===== config.mk =====
export PLATFORM = sky130hd
export DESIGN_NAME = sesb_bank
export DESIGN_NICKNAME = d
export VERILOG_FILES = /design/src/logic/sesb_pkg.sv /design/src/logic/sesb_sum.sv /design/src/logic/sesb_bank.sv
export SDC_FILE = /design/constraint.sdc
export NUM_CORES = 1
export LEC_CHECK = 0
export BUFFER_PORTS_ARGS = -buffer_cell sky130_fd_sc_hd__buf_2
export CAP_MARGIN = 40
export CORE_MARGIN = 2
export CORE_UTILIZATION = 30
export DETAILED_ROUTE_END_ITERATION = 6
export GPL_TIMING_DRIVEN = 1
export SYNTH_ARGS = -nofsm -noshare
export SYNTH_HDL_FRONTEND = slang
export SYNTH_SLANG_ARGS = --single-unit

===== constraint.sdc =====
create_clock -name clk_sys_in -period 1.7 [get_ports clk_sys_in]
set_clock_uncertainty 0.05 [all_clocks]
set_input_delay 0.34 -clock clk_sys_in [delete_from_list [all_inputs] [get_ports clk_sys_in]]
set_output_delay 0.34 -clock clk_sys_in [all_outputs]
set_load 0.05 [all_outputs]

===== src/logic/sesb_pkg.sv =====
// Constants and types for the standard event status bank
package sesb_pkg;
  localparam int unsigned SESB_W = 8;
  // Standard event register bit positions
  localparam int unsigned EV_OPC  = 0;
  localparam int unsigned EV_UN1  = 1;
  localparam int unsigned EV_QRY  = 2;
  localparam int unsigned EV_DEV  = 3;
  localparam int unsigned EV_EXE  = 4;
  localparam int unsigned EV_CMD  = 5;
  localparam int unsigned EV_UN6  = 6;
  localparam int unsigned EV_PON  = 7;
  // Status byte bit positions
  localparam int unsigned SB_ESB  = 5;
  localparam int unsigned SB_MSS  = 6;
  localparam logic [7:0] EV_USED_MASK = 8'hbd;
  localparam logic [7:0] SB_SUM_MASK  = 8'hbf;
  // Values after reset
  localparam logic [7:0] RST_EVENTS   = 8'h80;
  localparam logic [7:0] RST_EV_MASK  = 8'h00;
  localparam logic [7:0] RST_SR_MASK  = 8'h00;
  localparam logic [7:0] RST_RESP     = 8'h00;
  typedef enum logic [2:0] {
    SESB_CMD_NONE,
    SESB_CMD_ESE,
    SESB_CMD_ESE_Q,
    SESB_CMD_ESR_Q,
    SESB_CMD_SRE,
    SESB_CMD_SRE_Q,
    SESB_CMD_STB_Q,
    SESB_CMD_CLS
  } sesb_cmd_t;
endpackage


===== src/logic/sesb_sum.sv =====
// Masked summary of an eight-bit flag set
`timescale 1ns/1ps
module sesb_sum
  import sesb_pkg::*;
(
  input  wire logic [7:0] flags_in,  // Flags
  input  wire logic [7:0] mask_in,   // Enable mask
  output logic            any_out    // Any enabled flag set
);
  assign any_out = |(flags_in & mask_in);
endmodule // sesb_sum


===== src/logic/sesb_bank.sv =====
// Standard event status register bank with status byte summaries
// Notes on behaviour
// - Operation-complete bit 0 sets once pending operations finish after the complete command.
// - Event bits 1 and 6 always read as zero.
// - Query error bit 2 sets on empty queue read, early read or full buffers.
// - Device error bit 3 sets on self-test, calibration or device fault.
// - Execution error sets bit 4; command syntax error sets bit 5.
// - Power-on bit 7 sets after reset or power-up until the register is read or cleared.
// - Status byte summary bit reflects any latched standard event whose enable bit is set.
// - Enable-set command stores an eight-bit event enable mask.
// - Enable query returns the current event enable mask.
// - Event query returns the event register value.
// - Clear-status or event query clears the whole event register.
// - Event enable mask clears only through writing zero or reset.
// - Service request mask selects which status byte bits count.
// - Service request mask query returns the stored mask.
// - Status byte query returns the byte without clearing the master bit.
// - Event bits stay latched until read or cleared.
// - Summary at bit 5 counts only enabled event bits.
// - Master bit 6 sets when any enabled summary bit is set.
`timescale 1ns/1ps
module sesb_bank
  import sesb_pkg::*;
(
  input  wire logic       clk_sys_in,        // 100 MHz clock
  input  wire logic       sys_rst_in,        // Sync reset, active high
  input  wire logic [2:0] cmd_in,            // Parsed command code
  input  wire logic       cmd_valid_in,      // Command strobe
  input  wire logic [7:0] cmd_data_in,       // Command argument
  input  wire logic       opc_pending_in,    // Overlapping operations pending
  input  wire logic       qry_err_in,        // Query error event pulse
  input  wire logic       dev_err_in,        // Device error event pulse
  input  wire logic       exe_err_in,        // Execution error event pulse
  input  wire logic       cmd_err_in,        // Command error event pulse
  input  wire logic [7:0] sb_other_in,       // Other status byte summaries
  output logic [7:0]      resp_data_out,     // Query answer
  output logic            resp_valid_out,    // Answer strobe
  output logic [7:0]      status_byte_out,   // Live status byte
  output logic [7:0]      event_flags_out,   // Live event register
  output logic            master_summary_flag_out // Master summary bit
);
  logic [7:0] standard_event_flags;
  logic [7:0] event_enable_mask;
  logic [7:0] service_request_mask;
  logic [7:0] next_ev_mask;
  logic [7:0] next_sr_mask;
  logic       opc_armed;
  logic [7:0] next_events;
  logic [7:0] next_sb_base;
  logic [7:0] next_sb;
  logic       next_esb;
  logic       next_mss;
  logic       ev_clear;
  logic       opc_done;
  sesb_cmd_t  cmd;

  assign cmd = sesb_cmd_t'(cmd_in);
  assign ev_clear = cmd_valid_in && (cmd == SESB_CMD_CLS || cmd == SESB_CMD_ESR_Q);
  assign opc_done = opc_armed && !opc_pending_in;

  // Operation complete arming
  always_ff @(posedge clk_sys_in) begin
    if (sys_rst_in) begin
      opc_armed <= 1'b0;
    end else if (cmd_valid_in && cmd == SESB_CMD_NONE && cmd_data_in == 8'h01) begin
      opc_armed <= 1'b1;
    end else if (opc_done) begin
      opc_armed <= 1'b0;
    end
  end

  // Event latch: new events win over clear
  always_comb begin
    next_events = ev_clear ? 8'h00 : standard_event_flags;
    if (opc_done) next_events[EV_OPC] = 1'b1;
    if (qry_err_in) next_events[EV_QRY] = 1'b1;
    if (dev_err_in) next_events[EV_DEV] = 1'b1;
    if (exe_err_in) next_events[EV_EXE] = 1'b1;
    if (cmd_err_in) next_events[EV_CMD] = 1'b1;
    next_events = next_events & EV_USED_MASK;
  end

  always_ff @(posedge clk_sys_in) begin
    if (sys_rst_in) begin
      standard_event_flags <= RST_EVENTS;
    end else begin
      standard_event_flags <= next_events;
    end
  end

  // Enable masks; summaries use the mask being written so they never lag it
  assign next_ev_mask = (cmd_valid_in && cmd == SESB_CMD_ESE) ? cmd_data_in : event_enable_mask;
  assign next_sr_mask = (cmd_valid_in && cmd == SESB_CMD_SRE) ? cmd_data_in : service_request_mask;

  always_ff @(posedge clk_sys_in) begin
    if (sys_rst_in) begin
      event_enable_mask    <= RST_EV_MASK;
      service_request_mask <= RST_SR_MASK;
    end else begin
      event_enable_mask    <= next_ev_mask;
      service_request_mask <= next_sr_mask;
    end
  end

  sesb_sum u_esb (
    .flags_in (next_events),
    .mask_in  (next_ev_mask),
    .any_out  (next_esb)
  );

  always_comb begin
    next_sb_base = sb_other_in & SB_SUM_MASK;
    next_sb_base[SB_ESB] = next_esb;
    next_sb_base[7] = 1'b0;
  end

  sesb_sum u_mss (
    .flags_in (next_sb_base),
    .mask_in  (next_sr_mask & SB_SUM_MASK),
    .any_out  (next_mss)
  );

  always_comb begin
    next_sb = next_sb_base;
    next_sb[SB_MSS] = next_mss;
  end

  // Live status outputs
  always_ff @(posedge clk_sys_in) begin
    if (sys_rst_in) begin
      status_byte_out         <= 8'h00;
      event_flags_out         <= RST_EVENTS;
      master_summary_flag_out <= 1'b0;
    end else begin
      status_byte_out         <= next_sb;
      event_flags_out         <= next_events;
      master_summary_flag_out <= next_mss;
    end
  end

  // Query answers
  always_ff @(posedge clk_sys_in) begin
    if (sys_rst_in) begin
      resp_data_out  <= RST_RESP;
      resp_valid_out <= 1'b0;
    end else begin
      resp_valid_out <= 1'b0;
      if (cmd_valid_in) begin
        if (cmd == SESB_CMD_ESE_Q) begin
          resp_data_out  <= event_enable_mask;
          resp_valid_out <= 1'b1;
        end else if (cmd == SESB_CMD_ESR_Q) begin
          resp_data_out  <= standard_event_flags & EV_USED_MASK;
          resp_valid_out <= 1'b1;
        end else if (cmd == SESB_CMD_SRE_Q) begin
          resp_data_out  <= service_request_mask;
          resp_valid_out <= 1'b1;
        end else if (cmd == SESB_CMD_STB_Q) begin
          resp_data_out  <= status_byte_out;
          resp_valid_out <= 1'b1;
        end
      end
    end
  end

  // Checks
  property p_unused_zero;
    @(posedge clk_sys_in) disable iff (sys_rst_in)
    (event_flags_out[EV_UN1] == 1'b0) && (event_flags_out[EV_UN6] == 1'b0);
  endproperty
  a_unused_zero: assert property (p_unused_zero) else $error("unused event bit set");

  property p_cls_clears;
    @(posedge clk_sys_in) disable iff (sys_rst_in)
    (cmd_valid_in && cmd == SESB_CMD_CLS && !opc_done && !qry_err_in && !dev_err_in
      && !exe_err_in && !cmd_err_in) |=> (standard_event_flags == 8'h00);
  endproperty
  a_cls_clears: assert property (p_cls_clears) else $error("clear did not empty events");

  property p_latch;
    @(posedge clk_sys_in) disable iff (sys_rst_in)
    (standard_event_flags[EV_DEV] && !ev_clear) |=> standard_event_flags[EV_DEV];
  endproperty
  a_latch: assert property (p_latch) else $error("event bit dropped");

  property p_dev_set;
    @(posedge clk_sys_in) disable iff (sys_rst_in)
    dev_err_in |=> standard_event_flags[EV_DEV];
  endproperty
  a_dev_set: assert property (p_dev_set) else $error("device error lost");

  property p_exe_cmd;
    @(posedge clk_sys_in) disable iff (sys_rst_in)
    (exe_err_in |=> standard_event_flags[EV_EXE]) and (cmd_err_in |=> standard_event_flags[EV_CMD]);
  endproperty
  a_exe_cmd: assert property (p_exe_cmd) else $error("error flags not set");

  property p_esb;
    @(posedge clk_sys_in) disable iff (sys_rst_in)
    status_byte_out[SB_ESB] == |(event_flags_out & event_enable_mask);
  endproperty
  a_esb: assert property (p_esb) else $error("summary bit wrong");

  property p_ese_q;
    @(posedge clk_sys_in) disable iff (sys_rst_in)
    (cmd_valid_in && cmd == SESB_CMD_ESE_Q) |=> (resp_valid_out && resp_data_out == $past(event_enable_mask));
  endproperty
  a_ese_q: assert property (p_ese_q) else $error("enable query wrong");

  property p_sre_store;
    @(posedge clk_sys_in) disable iff (sys_rst_in)
    (cmd_valid_in && cmd == SESB_CMD_SRE) ##1 (!cmd_valid_in) [*2] |=>
      (service_request_mask == $past(cmd_data_in, 3));
  endproperty
  a_sre_store: assert property (p_sre_store) else $error("service mask unstable");

  property p_stb_keeps_mss;
    @(posedge clk_sys_in) disable iff (sys_rst_in)
    (cmd_valid_in && cmd == SESB_CMD_STB_Q && status_byte_out[SB_ESB] && service_request_mask[SB_ESB]) |=>
      (resp_valid_out && resp_data_out[SB_MSS] && master_summary_flag_out);
  endproperty
  a_stb_keeps_mss: assert property (p_stb_keeps_mss) else $error("status read cleared master bit");

  c_esr_read: cover property (@(posedge clk_sys_in) cmd_valid_in && cmd == SESB_CMD_ESR_Q && standard_event_flags != 8'h00);
  c_mss: cover property (@(posedge clk_sys_in) master_summary_flag_out);
  c_opc: cover property (@(posedge clk_sys_in) opc_done);
endmodule // sesb_bank


Yosys cells after proc, flatten, opt, wreduce, memory -nomap -nowiden
Index checks and enable logic that the tools add are counted.
{ "word_totals": {"register_bits": 43, "in_bits": 27} }
{ "op_classes": {"eq_ne": 8, "reduce_logical": 15, "muxes": 18, "bitwise": 3} }
{ "op_table": {"columns": ["cell", "n"], "rows": [
  ["$mux W8", 7],
  ["$reduce_or A8 Y1", 2],
  ["$eq A3 B3 Y1 const B", 4],
  ["$mux W1", 11],
  ["$and A6 B8 Y8", 1],
  ["$and A8 B8 Y8", 1],
  ["$eq A8 B1 Y1 const B", 1],
  ["$eq A3 B2 Y1 const B", 2],
  ["$logic_and A1 B1 Y1", 6],
  ["$reduce_bool A4 Y1", 1],
  ["$eq A3 B1 Y1 const B", 1],
  ["$logic_not A3 Y1", 1],
  ["$reduce_and A2 Y1", 1],
  ["$reduce_bool A2 Y1", 1],
  ["$reduce_or A2 Y1", 1],
  ["$logic_not A1 Y1", 1],
  ["$logic_or A1 B1 Y1", 1],
  ["$not A1 Y1", 1]
]} }

Logic depth before layout (Yosys ltp)
{ "depth": {"ltp_word": 9, "depth_mapped": 6, "ltp_nobuf": 5} }

Modules after synthesis
A second synthesis with hierarchy kept.
{ "unflattened": {"hier_cells": 178, "hier_area_um2": 1771.7} }
{ "modules_own_cells": {"columns": ["mod", "area_per_inst_um2", "seq_area_each_um2", "instances", "cells_per_inst"], "rows": [
  ["sesb_bank", 1699.1, 780.7, 1, 168],
  ["sesb_sum", 36.3, 0.0, 2, 5]
]} }

Least setup slack after synthesis
No wires, ideal clock.
{ "synth_path": {"kind": "in2reg", "from": "input cmd_in[0]", "to": "register status_byte_out[6]", "path_slack_ns": 0.084, "cell_stages": 6, "arrival_ns": 1.436, "t_required_ns": 1.520, "cell_sequence": "and4bb_1 > buf_6 > mux2_4 > a22o_1 > nor3_2 > o22ai_1"} }
{ "synth_between": {"elab_chain_cells": 9} }
{ "synth_rtl": {"columns": ["element", "line", "rtl"], "rows": [
  ["start, declared", "sesb_bank.sv:27", "input wire logic [2:0] cmd_in,"],
  ["$eq A3 B3 Y1 or $eq A3 B2 Y1 (tied branches)", "sesb_bank.sv:58", "assign ev_clear = cmd_valid_in && (cmd == SESB_CMD_CLS || cmd == SESB_CMD_ESR_Q);"],
  ["$logic_or A1 B1 Y1", "sesb_bank.sv:58", null],
  ["$logic_and A1 B1 Y1", "sesb_bank.sv:58", null],
  ["$mux W8", "sesb_bank.sv:74", "next_events = ev_clear ? 8'h00 : standard_event_flags;"],
  ["$mux W1 (on tied branches)", null, null],
  ["$and A8 B8 Y8", "sesb_sum.sv:10", "assign any_out = |(flags_in & mask_in);"],
  ["$reduce_or A8 Y1", "sesb_sum.sv:10", null],
  ["$and A6 B8 Y8 *", "sesb_sum.sv:10", null],
  ["$reduce_or A8 Y1 *", "sesb_sum.sv:10", null],
  ["end signal, assigned", "sesb_bank.sv:135", "status_byte_out <= next_sb;"],
  ["end, declared", "sesb_bank.sv:38", "output logic [7:0] status_byte_out,"]
]} }
Every way passes the cells marked *; elsewhere a longest branch is shown, timed or not.
A chain may end at the register's enable or synchronous reset.

Worst setup path in the final report
{ "layout_path": {"from": "input cmd_in[2]", "to": "register status_byte_out[6]"} }
The elaborated chain is that of the path after synthesis.

==> results.cfg <==
[place]
dp.cells = 304
io_buffers = 46
pre_cts_ws_ns = -0.192
hpwl_um = 3250
gp_congestion = 0.827

[setup_path]
cp-start-kind = input pin
r2r_cells = 5
cp_slowest_cell = and4bb_2
crit_end = status_byte_out[6]
required_ns = 1.82
worstPathCellList = buf_2 -> and4bb_2 -> mux2i_1 -> o22ai_1 -> nor3_1 -> o22ai_1
max_stage_delay_ns = 0.47
regToRegSetupSlack_ns = 0.47
rr_startpoint = opc_armed
critPathLaunch = cmd_in[2]
rr_endpoint = status_byte_out[6]
crit_type = in -> reg
worst_setup_path_end_kind = register
cp_data_arrival_time_ns = 1.70
cp_common_cell = o22ai_1
critPathMaxFanout = 7

[cts]
cts_root_buffer = clkbuf_8
cts_sinks = 39
worstSkewPairLatency_ns = 0.29
h-tree-depth = 2
cts-resized-gates = 0
numCtsBuffers = 5
cts_hold_buf = 0
clock_path_buffers = 2
path_clk_slew_ns = 0.07
postCtsSetupRepairBufs = 0
cts_tree = done

[layout]
regArea_um2 = 781
fin_cells = 312
mostFrequentLayoutCell = buf_2
synthToLayoutAreaGrowth_pct = 28.9
final_cell_mix = buf_2, dfxtp_1, nor2_1
num_antenna_cells = 0
fillers = 572
drive_gt1_share_pct = 35.0
nets = 266
multiInputGateArea_um2 = 792

[sta]
finalSetupViolCount = 0
setup_ws_ns = 0.113
slew_violations = 0
hold_viol = 0
rsz0062_at_grt = false
period_needed_ns = 1.59
period_share_pct = 93.4
clock.fmax_mhz = 630

[synthesis]
yosysTopAreaCellShare_pct = 47.0
ys_top_cells_by_area = dfxtp_1, mux2i_1, nor2_1, mux2_2, o22ai_1
syn_inst = 177
ys_seq_area_share_pct = 47.0
synth_area_leader_cell = dfxtp_1
yosys_warnings = 0
ys_ff_latch = 39
synthArstFlopShare_pct = 0
synth_ff_type = dfxtp_1
synth_edf_count = 0
avgSynthCellArea_um2 = 9.39
synthDistinctLibCells = 32
synth_area_um2 = 1660

[worst_hold_path]
hold_path.class = in -> reg
worstHoldStart = dev_err_in

[global_route]
grt_pass1_vias = 1484
track_usage_pct = 14.5
grt-ovfl-total = 0
grt_pass1_wl_um = 6940
grt_max_degree = 27
grt_antenna_before_repair = 0

[floorplan]
die_h_um = 78.5
rows = 27
dieWidth_um = 78.5
ios = 53
coreArea_um2 = 5440
initial_core_util_pct = 30.6
dieArea_um2 = 6150

[routing]
drc = 0
avgViaCountPerCell = 4.68
drt_wl_total_um = 4170
wl_per_cell_um = 13.4
first_pass_iters = 4
vias = 1461
ant_nets = 0
drtIter0Drc = 72

[status]
status = finished, final reports clean

[power_and_ir_drop]
peakVddDrop_v = 0.000349
p_leak_uw = 0.000945
power.density_nw_per_um2 = 904

[run]
max-cap-violations = 0
-- worst max-delay path, delay by kind of cell --
family	cells	cell delay [ns]
simple gates	2	0.72
mux	1	0.28
compound gates	2	0.24
buf+inv	1	0.12
-- synth_stat cells (all sizes together), types with 2 or more instances --
cell / number
dfxtp: 39
nor2: 32
mux2i: 17
o22ai: 10
buf: 7
clkbuf: 7
mux2: 7
nand2: 7
nor2b: 7
a211oi: 6
o21ai: 6
a21oi: 5
inv: 3
nand2b: 3
nor3: 3
a22oi: 2
and4bb: 2
nor4: 2
o2bb2ai: 2
or2: 2
-- kinds of logic (layout without fill, tap and decap cells) --
group,count (synthesis),count (layout),share of synthesized area (%)
other,1,3,0.226
buffers and inverters,17,78,5.87
DFF,39,39,47.0
AOI/OAI and AO/OA,34,34,13.2
and+or+nand+nor,62,62,18.5
muxes,24,24,15.2
-- cell type report --
| class | count | area share (%) |
|---|---|---|
| Inverter | 3 | 0.525 |
| Clock inverter | 1 | 0.234 |
| Sequential cell | 39 | 36.4 |
| Clock buffer | 7 | 3.56 |
| Multi-Input combinational cell | 123 | 37.0 |
| Timing Repair Buffer | 67 | 18.1 |
| Tap cell | 72 | 4.20 |
-- stage by stage --
step / area [µm²] / hold slack (ns) / setup TNS [ns] / power [µW] / utilization, %
6_report: 2140 / 0.224 / 0 / 1940 / 39.4
5_1_grt: 2140 / 0.227 / 0 / 2030 / 39.4
4_1_cts: 2140 / 0.218 / 0 / 1960 / 39.4
3_5_place_dp: 2060 / 0.429 / -0.351 / 1360 / 37.9
3_3_place_gp: 2060 / 0.412 / -0.297 / 1360 / 37.9
2_1_floorplan: 1670 / 0.396 / 0 / 1240 / -
-- flip-flops by register name, summed over array words and instances (netlist names) --
signal                flops
event_flags_out           6
status_byte_out           7
resp_valid_out            1
event_enable_mask         8
resp_data_out             8
service_request_mask      8
opc_armed                 1
-- worst min-delay path by stage --
stage,endpoint,depth (start not counted)
2_1_floorplan,opc_armed,2
3_3_place_gp,opc_armed,2
6_report,event_flags_out[3],3
5_1_grt,event_flags_out[3],3
3_5_place_dp,opc_armed,2
4_1_cts,event_flags_out[3],3
-- metal layers --
| layer | track usage, % | wire (µm) |
|---|---|---|
| met5 | 0 | 0 |
| met4 | 5.79 | 63 |
| met3 | 4.37 | 237 |
| met2 | 23.8 | 1930 |
| met1 | 17.8 | 1930 |
-- power breakdown --
part	total, µW	internal (µW)	switching [µW]
logic	368	123	245
clock network	599	288	311
registers	971	951	20.4
total	1940	1360	576
Power figures use the tool's default switching activity.
